<file path="config.mk">
export PLATFORM = sky130hd
export DESIGN_NAME = sslenc_top
export DESIGN_NICKNAME = d
export VERILOG_FILES = /design/src/hdl/sslenc_pkg.sv /design/src/hdl/sslenc_blink_if.sv /design/src/hdl/sslenc_divider.sv /design/src/hdl/sslenc_irq.sv /design/src/hdl/sslenc_top.sv
export SDC_FILE = /design/constraint.sdc
export NUM_CORES = 1
export LEC_CHECK = 0
export BUFFER_PORTS_ARGS = -buffer_cell sky130_fd_sc_hd__buf_2
export CORE_MARGIN = 3
export CORE_UTILIZATION = 40
export CTS_BUF_LIST = sky130_fd_sc_hd__clkbuf_4
export DETAILED_ROUTE_END_ITERATION = 10
export RECOVER_POWER = 25
export SYNTH_ARGS = -nofsm -noshare
export SYNTH_HDL_FRONTEND = slang
export SYNTH_HIERARCHICAL = 1
export SYNTH_SLANG_ARGS = --single-unit
</file>
<file path="constraint.sdc">
create_clock -name CLK_SYS -period 7 [get_ports CLK_SYS]
set_clock_uncertainty 0.05 [all_clocks]
set_input_delay 1.4 -clock CLK_SYS [delete_from_list [all_inputs] [get_ports CLK_SYS]]
set_output_delay 1.4 -clock CLK_SYS [all_outputs]
set_load 0.01 [all_outputs]
</file>
<file path="src/hdl/sslenc_pkg.sv">
// Constants, register map and types of the status LED encoder.
// Assumes one 40 MHz system clock shared by every module that imports it.
package sslenc_pkg;

  // ************************************************************
  // Clock and blink timing
  // ************************************************************
  localparam int unsigned CLK_PERIOD_NS = 25;
  localparam int unsigned BLINK_SLOW_PERIOD_NS = 1_000_000_000;
  localparam int unsigned BLINK_FAST_PERIOD_NS = 333_333_333;
  // Half periods in clock cycles, rounded down
  localparam int unsigned BLINK_SLOW_HALF_CYC =
    BLINK_SLOW_PERIOD_NS / (2 * CLK_PERIOD_NS);
  localparam int unsigned BLINK_FAST_HALF_CYC =
    BLINK_FAST_PERIOD_NS / (2 * CLK_PERIOD_NS);

  // ************************************************************
  // Sizes
  // ************************************************************
  localparam int unsigned DIMM_COUNT = 8;
  localparam int unsigned FAN_CNT_W = 4;
  localparam int unsigned AXI_ADDR_W = 4;
  localparam int unsigned IRQ_W = 3;

  // ************************************************************
  // Register map (byte addresses) and fields
  // ************************************************************
  localparam logic [3:0] ADDR_CTRL = 4'h0;
  localparam logic [3:0] ADDR_STATE = 4'h4;
  localparam logic [3:0] ADDR_IRQ_STATUS = 4'h8;
  localparam logic [3:0] ADDR_IRQ_MASK = 4'hc;
  localparam int unsigned CTRL_PSU_RED_BIT = 0;
  localparam int unsigned CTRL_FAN_RED_BIT = 1;
  localparam int unsigned CTRL_FAN_MIN_LSB = 4;
  localparam logic [31:0] CTRL_RESET = 32'h0000_0020;
  localparam int unsigned IRQ_CHANGE_BIT = 0;
  localparam int unsigned IRQ_AMBER_BIT = 1;
  localparam int unsigned IRQ_FATAL_BIT = 2;
  localparam logic [IRQ_W-1:0] IRQ_MASK_RESET = 3'h0;
  localparam logic [1:0] RESP_OKAY = 2'h0;
  localparam logic [1:0] RESP_DECERR = 2'h3;

  // ************************************************************
  // Types
  // ************************************************************
  typedef enum logic [2:0] {
    DISP_OFF, DISP_GREEN_SOLID, DISP_GREEN_BLINK,
    DISP_AMBER_BLINK, DISP_AMBER_SOLID
  } sslenc_disp_t;
  typedef enum logic [1:0] {
    MGMT_READY, MGMT_LOADER, MGMT_OS_BOOT, MGMT_IMAGE_BAD
  } sslenc_mgmt_t;
  typedef enum logic [2:0] {
    SLP_S0, SLP_S1, SLP_S2, SLP_S3, SLP_S4, SLP_S5
  } sslenc_sleep_t;

endpackage

</file>
<file path="src/hdl/sslenc_blink_if.sv">
// Blink phase carried from a divider to the LED encoder.
// Assumes both ends run on the system clock.
`timescale 1ns/1ps
interface sslenc_blink_if;
  logic phase;
  logic toggle;
  modport gen (output phase, output toggle);
  modport use_side (input phase, input toggle);
endinterface

</file>
<file path="src/hdl/sslenc_divider.sv">
// Square wave divider for LED blinking, 50 percent duty.
// Assumes a synchronised active-low reset.
`timescale 1ns/1ps
module sslenc_divider #(
  parameter int unsigned HALF_CYC = 4
) (
  input wire logic clk,
  input wire logic rst_n,
  sslenc_blink_if.gen blink
);
  import sslenc_pkg::*;

  localparam int unsigned CW = $clog2(HALF_CYC + 1);
  localparam logic [CW-1:0] LAST = CW'(HALF_CYC - 1);

  logic [CW-1:0] cnt_ff;
  logic phase_ff;
  logic toggle_ff;

  // ************************************************************
  // Half-period counter and phase
  // ************************************************************
  always_ff @(posedge clk or negedge rst_n) begin
    if (!rst_n) begin
      cnt_ff <= '0;
      phase_ff <= 1'b0;
      toggle_ff <= 1'b0;
    end else if (cnt_ff == LAST) begin
      cnt_ff <= '0;
      phase_ff <= ~phase_ff;
      toggle_ff <= 1'b1;
    end else begin
      cnt_ff <= cnt_ff + CW'(1);
      toggle_ff <= 1'b0;
    end
  end

  assign blink.phase = phase_ff;
  assign blink.toggle = toggle_ff;
endmodule

</file>
<file path="src/hdl/sslenc_irq.sv">
// Sticky event status with write-one-to-clear and a masked interrupt.
// Assumes a synchronised active-low reset; a set beats a clear.
`timescale 1ns/1ps
module sslenc_irq #(
  parameter int unsigned W = 3
) (
  input wire logic clk,
  input wire logic rst_n,
  input wire logic [W-1:0] set,
  input wire logic [W-1:0] clr,
  input wire logic [W-1:0] mask,
  output logic [W-1:0] status,
  output logic irq
);
  import sslenc_pkg::*;

  logic [W-1:0] status_ff;
  logic [W-1:0] nxt_status;
  logic irq_ff;

  // Set wins over a clear in the same cycle
  assign nxt_status = (status_ff & ~clr) | set;

  // ************************************************************
  // Status bits and interrupt level
  // ************************************************************
  always_ff @(posedge clk or negedge rst_n) begin
    if (!rst_n) begin
      status_ff <= '0;
      irq_ff <= 1'b0;
    end else begin
      status_ff <= nxt_status;
      irq_ff <= |(nxt_status & mask);
    end
  end

  assign status = status_ff;
  assign irq = irq_ff;
endmodule

</file>
<file path="src/hdl/sslenc_top.sv">
// Status LED encoder: board conditions to a green/amber indicator.
// Assumes condition inputs synchronous to CLK_SYS; AXI4-Lite registers.
// Contract
// - Select green, amber or neither per state.
// - Dark when off, low-standby, S5 or S4.
// - Steady green only when healthy S0, booted.
// - Green blink on configured redundancy loss.
// - Green blink on fan fault above minimum.
// - Green blink on non-critical threshold crossing.
// - Green blink on predictive failure with redundancy.
// - Green blink on degraded memory.
// - Light migrated DIMM fault LED too.
// - Green blink in loader; chassis ID 3Hz.
// - Green blink in OS boot; chassis ID on.
// - Green blink on watchdog, battery, config error.
// - Green blink on drive controller fault.
// - Amber blink on critical threshold crossing.
// - Amber blink on overtemp, fans, drive, power.
// - Steady amber on fatal conditions.
//
// The register offsets and the AXI4-Lite slave port were decided locally.
`timescale 1ns/1ps
module sslenc_top #(
  parameter int unsigned SLOW_HALF_CYC = sslenc_pkg::BLINK_SLOW_HALF_CYC,
  parameter int unsigned FAST_HALF_CYC = sslenc_pkg::BLINK_FAST_HALF_CYC
) (
  input wire logic CLK_SYS,
  input wire logic RST_N,
  input wire logic [sslenc_pkg::AXI_ADDR_W-1:0] S_AXI_AWADDR,
  input wire logic S_AXI_AWVALID,
  output logic S_AXI_AWREADY,
  input wire logic [31:0] S_AXI_WDATA,
  input wire logic [3:0] S_AXI_WSTRB,
  input wire logic S_AXI_WVALID,
  output logic S_AXI_WREADY,
  output logic [1:0] S_AXI_BRESP,
  output logic S_AXI_BVALID,
  input wire logic S_AXI_BREADY,
  input wire logic [sslenc_pkg::AXI_ADDR_W-1:0] S_AXI_ARADDR,
  input wire logic S_AXI_ARVALID,
  output logic S_AXI_ARREADY,
  output logic [31:0] S_AXI_RDATA,
  output logic [1:0] S_AXI_RRESP,
  output logic S_AXI_RVALID,
  input wire logic S_AXI_RREADY,
  input wire logic SYS_POWERED,
  input wire logic LOW_STANDBY_OFF_STATE,
  input wire sslenc_pkg::sslenc_sleep_t SLEEP_STATE,
  input wire logic AC_PRESENT,
  input wire sslenc_pkg::sslenc_mgmt_t MGMT_BOOT_STAGE,
  input wire logic PSU_REDUNDANCY_LOST,
  input wire logic FAN_REDUNDANCY_LOST,
  input wire logic FAN_WARN,
  input wire logic FAN_FAIL,
  input wire logic [sslenc_pkg::FAN_CNT_W-1:0] FAN_OK_COUNT,
  input wire logic [4:0] NONCRIT_THRESH,
  input wire logic [3:0] CRIT_THRESH,
  input wire logic PROCESSOR_HOT_FLAG,
  input wire logic PSU_PREDICTIVE_FAIL,
  input wire logic MEM_DIMM_DISABLED,
  input wire logic MEM_MIRROR_ERR,
  input wire logic [sslenc_pkg::DIMM_COUNT-1:0] SPARE_MIGRATE_DIMM,
  input wire logic MGMT_WATCHDOG_RESET,
  input wire logic BATTERY_FAIL,
  input wire logic PWR_UNIT_CFG_ERR,
  input wire logic DRIVE_HOT_SWAP_CONTROLLER_FAULT,
  input wire logic REGULATOR_OVERTEMP_FLAG,
  input wire logic DRIVE_FAULT,
  input wire logic PWR_UNIT_INSUFFICIENT,
  input wire logic PROCESSOR_CATASTROPHIC_ERROR,
  input wire logic THERMAL_TRIP,
  input wire logic POWER_GOOD,
  input wire logic MEM_UNCORRECTABLE,
  output logic LED_GREEN,
  output logic LED_AMBER,
  output logic CHASSIS_ID_LED,
  output logic [sslenc_pkg::DIMM_COUNT-1:0] DIMM_FAULT_LED,
  output logic IRQ
);
  import sslenc_pkg::*;

  // ************************************************************
  // Reset release and blink sources
  // ************************************************************
  logic rst_meta_ff;
  logic rst_sync_ff;
  logic rst_n_s;

  // Two-stage release of the asynchronous reset
  always_ff @(posedge CLK_SYS or negedge RST_N) begin
    if (!RST_N) begin
      rst_meta_ff <= 1'b0;
      rst_sync_ff <= 1'b0;
    end else begin
      rst_meta_ff <= 1'b1;
      rst_sync_ff <= rst_meta_ff;
    end
  end
  assign rst_n_s = rst_sync_ff;

  sslenc_blink_if slow_if ();
  sslenc_blink_if fast_if ();

  sslenc_divider #(.HALF_CYC(SLOW_HALF_CYC)) u_slow_div (
    .clk(CLK_SYS),
    .rst_n(rst_n_s),
    .blink(slow_if.gen)
  );
  sslenc_divider #(.HALF_CYC(FAST_HALF_CYC)) u_fast_div (
    .clk(CLK_SYS),
    .rst_n(rst_n_s),
    .blink(fast_if.gen)
  );

  // ************************************************************
  // Condition classification
  // ************************************************************
  logic [31:0] ctrl_ff;
  logic psu_red_cfg;
  logic fan_red_cfg;
  logic [FAN_CNT_W-1:0] fan_min;
  logic pwr_dark;
  logic fatal;
  logic amber_cond;
  logic green_cond;
  logic healthy;
  sslenc_disp_t nxt_disp;
  sslenc_disp_t disp_ff;

  assign psu_red_cfg = ctrl_ff[CTRL_PSU_RED_BIT];
  assign fan_red_cfg = ctrl_ff[CTRL_FAN_RED_BIT];
  assign fan_min = ctrl_ff[CTRL_FAN_MIN_LSB +: FAN_CNT_W];

  // Power state, fatal, amber and green condition groups
  always_comb begin
    pwr_dark = !SYS_POWERED || LOW_STANDBY_OFF_STATE ||
               SLEEP_STATE == SLP_S5 || SLEEP_STATE == SLP_S4;
    fatal = PROCESSOR_CATASTROPHIC_ERROR || THERMAL_TRIP ||
            !POWER_GOOD || MEM_UNCORRECTABLE ||
            MGMT_BOOT_STAGE == MGMT_IMAGE_BAD;
    amber_cond = (|CRIT_THRESH) || PROCESSOR_HOT_FLAG;
    amber_cond = amber_cond || REGULATOR_OVERTEMP_FLAG || DRIVE_FAULT ||
                 FAN_OK_COUNT < fan_min || PWR_UNIT_INSUFFICIENT;
    green_cond = (PSU_REDUNDANCY_LOST && psu_red_cfg) ||
                 (FAN_REDUNDANCY_LOST && fan_red_cfg);
    green_cond = green_cond ||
                 ((FAN_WARN || FAN_FAIL) && FAN_OK_COUNT > fan_min);
    green_cond = green_cond || (|NONCRIT_THRESH);
    green_cond = green_cond || (PSU_PREDICTIVE_FAIL && psu_red_cfg);
    green_cond = green_cond || MEM_DIMM_DISABLED || MEM_MIRROR_ERR ||
                 (|SPARE_MIGRATE_DIMM);
    green_cond = green_cond || MGMT_BOOT_STAGE == MGMT_LOADER;
    green_cond = green_cond || MGMT_BOOT_STAGE == MGMT_OS_BOOT;
    green_cond = green_cond || MGMT_WATCHDOG_RESET || BATTERY_FAIL ||
                 PWR_UNIT_CFG_ERR;
    green_cond = green_cond || DRIVE_HOT_SWAP_CONTROLLER_FAULT;
    healthy = SLEEP_STATE == SLP_S0 && AC_PRESENT &&
              MGMT_BOOT_STAGE == MGMT_READY;
  end

  // Display choice by priority
  always_comb begin
    if (pwr_dark) begin
      nxt_disp = DISP_OFF;
    end else if (fatal) begin
      nxt_disp = DISP_AMBER_SOLID;
    end else if (amber_cond) begin
      nxt_disp = DISP_AMBER_BLINK;
    end else if (green_cond) begin
      nxt_disp = DISP_GREEN_BLINK;
    end else if (healthy) begin
      nxt_disp = DISP_GREEN_SOLID;
    end else begin
      nxt_disp = DISP_OFF;
    end
  end

  // ************************************************************
  // Indicator outputs
  // ************************************************************
  logic led_green_ff;
  logic led_amber_ff;
  logic chassis_ff;
  logic [DIMM_COUNT-1:0] dimm_led_ff;

  // Colour element drive per display state
  always_ff @(posedge CLK_SYS or negedge rst_n_s) begin
    if (!rst_n_s) begin
      disp_ff <= DISP_OFF;
      led_green_ff <= 1'b0;
      led_amber_ff <= 1'b0;
    end else begin
      disp_ff <= nxt_disp;
      unique case (nxt_disp)
        DISP_OFF: begin
          led_green_ff <= 1'b0;
          led_amber_ff <= 1'b0;
        end
        DISP_GREEN_SOLID: begin
          led_green_ff <= 1'b1;
          led_amber_ff <= 1'b0;
        end
        DISP_GREEN_BLINK: begin
          led_green_ff <= slow_if.phase;
          led_amber_ff <= 1'b0;
        end
        DISP_AMBER_BLINK: begin
          led_green_ff <= 1'b0;
          led_amber_ff <= slow_if.phase;
        end
        DISP_AMBER_SOLID: begin
          led_green_ff <= 1'b0;
          led_amber_ff <= 1'b1;
        end
      endcase
    end
  end

  // Chassis identification and DIMM fault indicators
  always_ff @(posedge CLK_SYS or negedge rst_n_s) begin
    if (!rst_n_s) begin
      chassis_ff <= 1'b0;
      dimm_led_ff <= '0;
    end else begin
      unique case (MGMT_BOOT_STAGE)
        MGMT_READY: chassis_ff <= 1'b0;
        MGMT_LOADER: chassis_ff <= fast_if.phase;
        MGMT_OS_BOOT: chassis_ff <= 1'b1;
        MGMT_IMAGE_BAD: chassis_ff <= 1'b1;
      endcase
      dimm_led_ff <= pwr_dark ? '0 : SPARE_MIGRATE_DIMM;
    end
  end

  assign LED_GREEN = led_green_ff;
  assign LED_AMBER = led_amber_ff;
  assign CHASSIS_ID_LED = chassis_ff;
  assign DIMM_FAULT_LED = dimm_led_ff;

  // ************************************************************
  // AXI4-Lite slave
  // ************************************************************
  logic awready_ff;
  logic wready_ff;
  logic aw_held_ff;
  logic w_held_ff;
  logic [AXI_ADDR_W-1:0] aw_addr_ff;
  logic [31:0] w_data_ff;
  logic [3:0] w_strb_ff;
  logic bvalid_ff;
  logic [1:0] bresp_ff;
  logic arready_ff;
  logic rvalid_ff;
  logic [31:0] rdata_ff;
  logic [1:0] rresp_ff;
  logic wr_fire;
  logic [3:0] wr_addr;
  logic [3:0] rd_addr;
  logic [IRQ_W-1:0] irq_mask_ff;
  logic [IRQ_W-1:0] irq_set;
  logic [IRQ_W-1:0] irq_clr;
  logic [IRQ_W-1:0] irq_status;

  assign wr_fire = aw_held_ff && w_held_ff && !bvalid_ff;
  assign wr_addr = {aw_addr_ff[3:2], 2'h0};
  assign rd_addr = {S_AXI_ARADDR[3:2], 2'h0};

  // Write address and data capture, in either order
  always_ff @(posedge CLK_SYS or negedge rst_n_s) begin
    if (!rst_n_s) begin
      awready_ff <= 1'b0;
      wready_ff <= 1'b0;
      aw_held_ff <= 1'b0;
      w_held_ff <= 1'b0;
      aw_addr_ff <= '0;
      w_data_ff <= '0;
      w_strb_ff <= '0;
    end else begin
      if (S_AXI_AWVALID && awready_ff) begin
        awready_ff <= 1'b0;
        aw_held_ff <= 1'b1;
        aw_addr_ff <= S_AXI_AWADDR;
      end else if (bvalid_ff && S_AXI_BREADY) begin
        aw_held_ff <= 1'b0;
        awready_ff <= 1'b1;
      end else if (!aw_held_ff) begin
        awready_ff <= 1'b1;
      end
      if (S_AXI_WVALID && wready_ff) begin
        wready_ff <= 1'b0;
        w_held_ff <= 1'b1;
        w_data_ff <= S_AXI_WDATA;
        w_strb_ff <= S_AXI_WSTRB;
      end else if (bvalid_ff && S_AXI_BREADY) begin
        w_held_ff <= 1'b0;
        wready_ff <= 1'b1;
      end else if (!w_held_ff) begin
        wready_ff <= 1'b1;
      end
    end
  end

  // Register writes and write response
  always_ff @(posedge CLK_SYS or negedge rst_n_s) begin
    if (!rst_n_s) begin
      ctrl_ff <= CTRL_RESET;
      irq_mask_ff <= IRQ_MASK_RESET;
      bvalid_ff <= 1'b0;
      bresp_ff <= RESP_OKAY;
    end else if (wr_fire) begin
      bvalid_ff <= 1'b1;
      bresp_ff <= RESP_OKAY;
      unique case (wr_addr)
        ADDR_CTRL: begin
          for (int i = 0; i < 4; i++) begin
            if (w_strb_ff[i]) begin
              ctrl_ff[8*i +: 8] <= w_data_ff[8*i +: 8];
            end
          end
        end
        ADDR_IRQ_MASK: begin
          if (w_strb_ff[0]) begin
            irq_mask_ff <= w_data_ff[IRQ_W-1:0];
          end
        end
        ADDR_STATE, ADDR_IRQ_STATUS: bresp_ff <= RESP_OKAY;
        default: bresp_ff <= RESP_DECERR;
      endcase
    end else if (bvalid_ff && S_AXI_BREADY) begin
      bvalid_ff <= 1'b0;
    end
  end

  // Read channel, one cycle from address to data
  always_ff @(posedge CLK_SYS or negedge rst_n_s) begin
    if (!rst_n_s) begin
      arready_ff <= 1'b0;
      rvalid_ff <= 1'b0;
      rdata_ff <= '0;
      rresp_ff <= RESP_OKAY;
    end else if (S_AXI_ARVALID && arready_ff) begin
      arready_ff <= 1'b0;
      rvalid_ff <= 1'b1;
      rresp_ff <= RESP_OKAY;
      unique case (rd_addr)
        ADDR_CTRL: rdata_ff <= ctrl_ff;
        ADDR_STATE: rdata_ff <= {27'h0, led_amber_ff, led_green_ff, disp_ff};
        ADDR_IRQ_STATUS: rdata_ff <= {29'h0, irq_status};
        ADDR_IRQ_MASK: rdata_ff <= {29'h0, irq_mask_ff};
        default: begin
          rdata_ff <= '0;
          rresp_ff <= RESP_DECERR;
        end
      endcase
    end else if (rvalid_ff && S_AXI_RREADY) begin
      rvalid_ff <= 1'b0;
      arready_ff <= 1'b1;
    end else if (!rvalid_ff) begin
      arready_ff <= 1'b1;
    end
  end

  assign S_AXI_AWREADY = awready_ff;
  assign S_AXI_WREADY = wready_ff;
  assign S_AXI_BVALID = bvalid_ff;
  assign S_AXI_BRESP = bresp_ff;
  assign S_AXI_ARREADY = arready_ff;
  assign S_AXI_RVALID = rvalid_ff;
  assign S_AXI_RDATA = rdata_ff;
  assign S_AXI_RRESP = rresp_ff;

  // ************************************************************
  // Interrupt events
  // ************************************************************
  // Display change, entry to amber blink, entry to steady amber
  always_comb begin
    irq_set = '0;
    irq_set[IRQ_CHANGE_BIT] = nxt_disp != disp_ff;
    irq_set[IRQ_AMBER_BIT] = nxt_disp == DISP_AMBER_BLINK &&
                             disp_ff != DISP_AMBER_BLINK;
    irq_set[IRQ_FATAL_BIT] = nxt_disp == DISP_AMBER_SOLID &&
                             disp_ff != DISP_AMBER_SOLID;
    irq_clr = (wr_fire && wr_addr == ADDR_IRQ_STATUS && w_strb_ff[0]) ?
              w_data_ff[IRQ_W-1:0] : '0;
  end

  sslenc_irq #(.W(IRQ_W)) u_irq (
    .clk(CLK_SYS),
    .rst_n(rst_n_s),
    .set(irq_set),
    .clr(irq_clr),
    .mask(irq_mask_ff),
    .status(irq_status),
    .irq(IRQ)
  );

  // ************************************************************
  // Checks
  // ************************************************************
  logic chk_en_ff;
  // Checks start a cycle after reset
  always_ff @(posedge CLK_SYS or negedge rst_n_s) begin
    if (!rst_n_s) chk_en_ff <= 1'b0;
    else chk_en_ff <= 1'b1;
  end
endmodule

</file>
==> results.sh <==
export IMPL_antenna_found_initial=1
export IMPL_setup_tns_final_ps=0
export IMPL_power_leakage_nw=4.30
export IMPL_hold_viol_final=0
export IMPL_tightest_slew_ps=2130
export IMPL_slew_headroom_pct=-42.2
export IMPL_finalNetCount=866
export IMPL_cp_cell_sequence="buf_4, buf_4"
export IMPL_wl_per_cell_microns=16.2
export IMPL_place_ws_ps=3210
export IMPL_status="complete, but fails checks"
export IMPL_detail_route_antenna_nets=0
export IMPL_clockRootBuffer="clkbuf_4"
export IMPL_critPathMaxFanout=70
export IMPL_synthesis_nets=716
export IMPL_firstDrtPassIters=4
export IMPL_post_place_cells=1001
export IMPL_hp_class="register to register"
export IMPL_stdcell_count=1033
export IMPL_ys_warn_count=6
export IMPL_slew_violations=93
export IMPL_clockBufferDepth=2
export IMPL_multiInputGateArea_sq_um=3090
export IMPL_period_needed_ps=3510
export IMPL_fp_dieH_microns=146
export IMPL_cts_setup_buffers=0
export IMPL_ff2ff_setup_slack_ps=3490
export IMPL_syn_cell_area_sq_um=7870
export IMPL_drv_cap=2
export IMPL_grt_max_degree=71
export IMPL_viasPerCell=5.16
export IMPL_cts_hold_buf=0
export IMPL_ir_drop_mv=0.0984
export IMPL_cts_tree="yes"
export IMPL_cts_resized=0
export IMPL_area_growth_pct=16.2
export IMPL_cts_max_level=4
export IMPL_worst_path_most_repeated_cell="buf_4"
export IMPL_synth_area_per_cell_sq_um=12.9
export IMPL_drt_iter0_drc=326
export IMPL_clkSinkCount=184
export IMPL_drc=0
export IMPL_clk_latency_ps=550
export IMPL_postSynthCellCount=610
export IMPL_cp_end_kind="async pin"
export IMPL_finalCritPeriodShare_pct=50.1
export IMPL_drive_above_1_share_pct=36.0
export IMPL_nFillCells=1777
export IMPL_cp_slowest_cell="dfrtp_1"
export IMPL_max_freq_mhz=285
export IMPL_die_w_microns=146
export IMPL_required_ps=7530
export IMPL_rsz0062_at_grt="no"
export IMPL_grt_pass1_wl_mm=27.7
export IMPL_routed_wl_mm=16.7
export IMPL_globalplace_congestion=0.790
export IMPL_core_sq_um=19000
export IMPL_dpl_hpwl_mm=12.1
export IMPL_start_util_pct=41.4
export IMPL_setup_slack_ps=3490
export IMPL_portBuffers=147
export IMPL_gr_usage_all_layers_pct=15.9
export IMPL_worst_setup_path_type="register to async pin"
export IMPL_dieArea_sq_um=21400
export IMPL_grt_pass1_vias=5430
export IMPL_violations="max-capacitance violations, max-slew violations"
export IMPL_cts_buffers=17
export IMPL_num_rows=50
export IMPL_finalSetupViolCount=0
export IMPL_cts_clk_slew_worst_paths_ps=150
export IMPL_cp_slowest_stage_delay_ps=1810
export IMPL_powerDensity_nw_per_um2=293
export IMPL_grt_overflow=0
export IMPL_critPathArrivalTime_ps=4040
export IMPL_start_kind="register"
export IMPL_regArea_sq_um=4610
export IMPL_ioPinCount=152
export IMPL_vias=5327
## per-stage QoR
| stage | hold slack (ps) | area, sq um | power (mW) | utilization [%] |
|---|---|---|---|---|
| after global routing | 333 | 9140 | 2.85 | 48.0 |
| after floorplan | 281 | 7870 | 1.90 | - |
| after detailed placement | 289 | 8870 | 2.11 | 46.7 |
| final | 324 | 9140 | 2.68 | 48.0 |
| after global placement | 288 | 8870 | 2.07 | 46.7 |
| after CTS | 322 | 9180 | 2.72 | 48.2 |
## final timing paths
check	cells past startpoint	from	to
max	2	rst_n_s	ctrl_ff[27]
min	0	rst_meta_ff	rst_n_s
max reg2reg	2	rst_n_s	ctrl_ff[27]
min reg2reg	0	rst_meta_ff	rst_n_s
max in group CLK_SYS	5	S_AXI_ARVALID	S_AXI_RDATA[27]
min in group asynchronous	1	RST_N	rst_meta_ff
## placed cells by master, fill, tap and decap left out, types with 4 or more instances in the layout
| cell | n |
|---|---|
| nor4b_1 | 4 |
| and2_1 | 12 |
| clkbuf_4 | 17 |
| or3_1 | 4 |
| xor2_1 | 14 |
| a22o_1 | 27 |
| nand4_1 | 18 |
| mux2_2 | 76 |
| a21o_1 | 4 |
| dfrtp_1 | 183 |
| a31oi_1 | 6 |
| nor2b_1 | 6 |
| clkinv_4 | 4 |
| nand2_1 | 32 |
| and3_1 | 9 |
| o211ai_1 | 4 |
| inv_1 | 16 |
| nor3_1 | 10 |
| buf_2 | 145 |
| nand3_1 | 21 |
| nor4_1 | 16 |
| ha_1 | 7 |
| o21a_1 | 4 |
| nor2_1 | 30 |
| xnor2_1 | 25 |
| o21ai_0 | 5 |
| a21oi_1 | 6 |
| and4_1 | 5 |
## where the power goes
part	total (mW)	switching [mW]	leakage [nW]	internal (mW)
logic	0.577	0.249	1.80	0.329
clock network	0.601	0.353	0.154	0.249
registers	1.50	0.159	2.34	1.34
## final cells by class
class | instances | share of cell area [%]
timing repair buffer | 150 | 8.23
inverter | 16 | 0.657
clock buffer | 17 | 1.40
sequential | 184 | 50.4
clock inverter | 14 | 1.92
multi-input combinational | 391 | 33.8
antenna | 1 | 0.0274
tap | 260 | 3.56
## registers in the layout, summed over array words and instances (netlist names), 2 cells and up
| register | flops |
|---|---|
| aw_addr_ff | 2 |
| w_strb_ff | 4 |
| disp_ff | 3 |
| u_irq/status | 3 |
| ctrl_ff | 32 |
| irq_mask_ff | 3 |
| DIMM_FAULT_LED | 8 |
| u_fast_div/cnt_ff | 23 |
| w_data_ff | 32 |
| S_AXI_RDATA | 32 |
| u_slow_div/cnt_ff | 25 |
## metal layers
layer	track usage [%]	vias to the layer above	share of wire [%]	routed length (microns)
met5	0	-	0	0
li1	-	2528	-	-
met2	26.1	116	49	8190
met4	5.17	0	1.3	224
met3	3.38	14	4.4	737
met1	21.2	2669	45	7560
## critical path: cells and delay by family (launching register included)
family	cells	cell delay, ps
buf+inv	2	1630
flops	1	1810
Note: power is estimated with default switching activity, not from simulation.
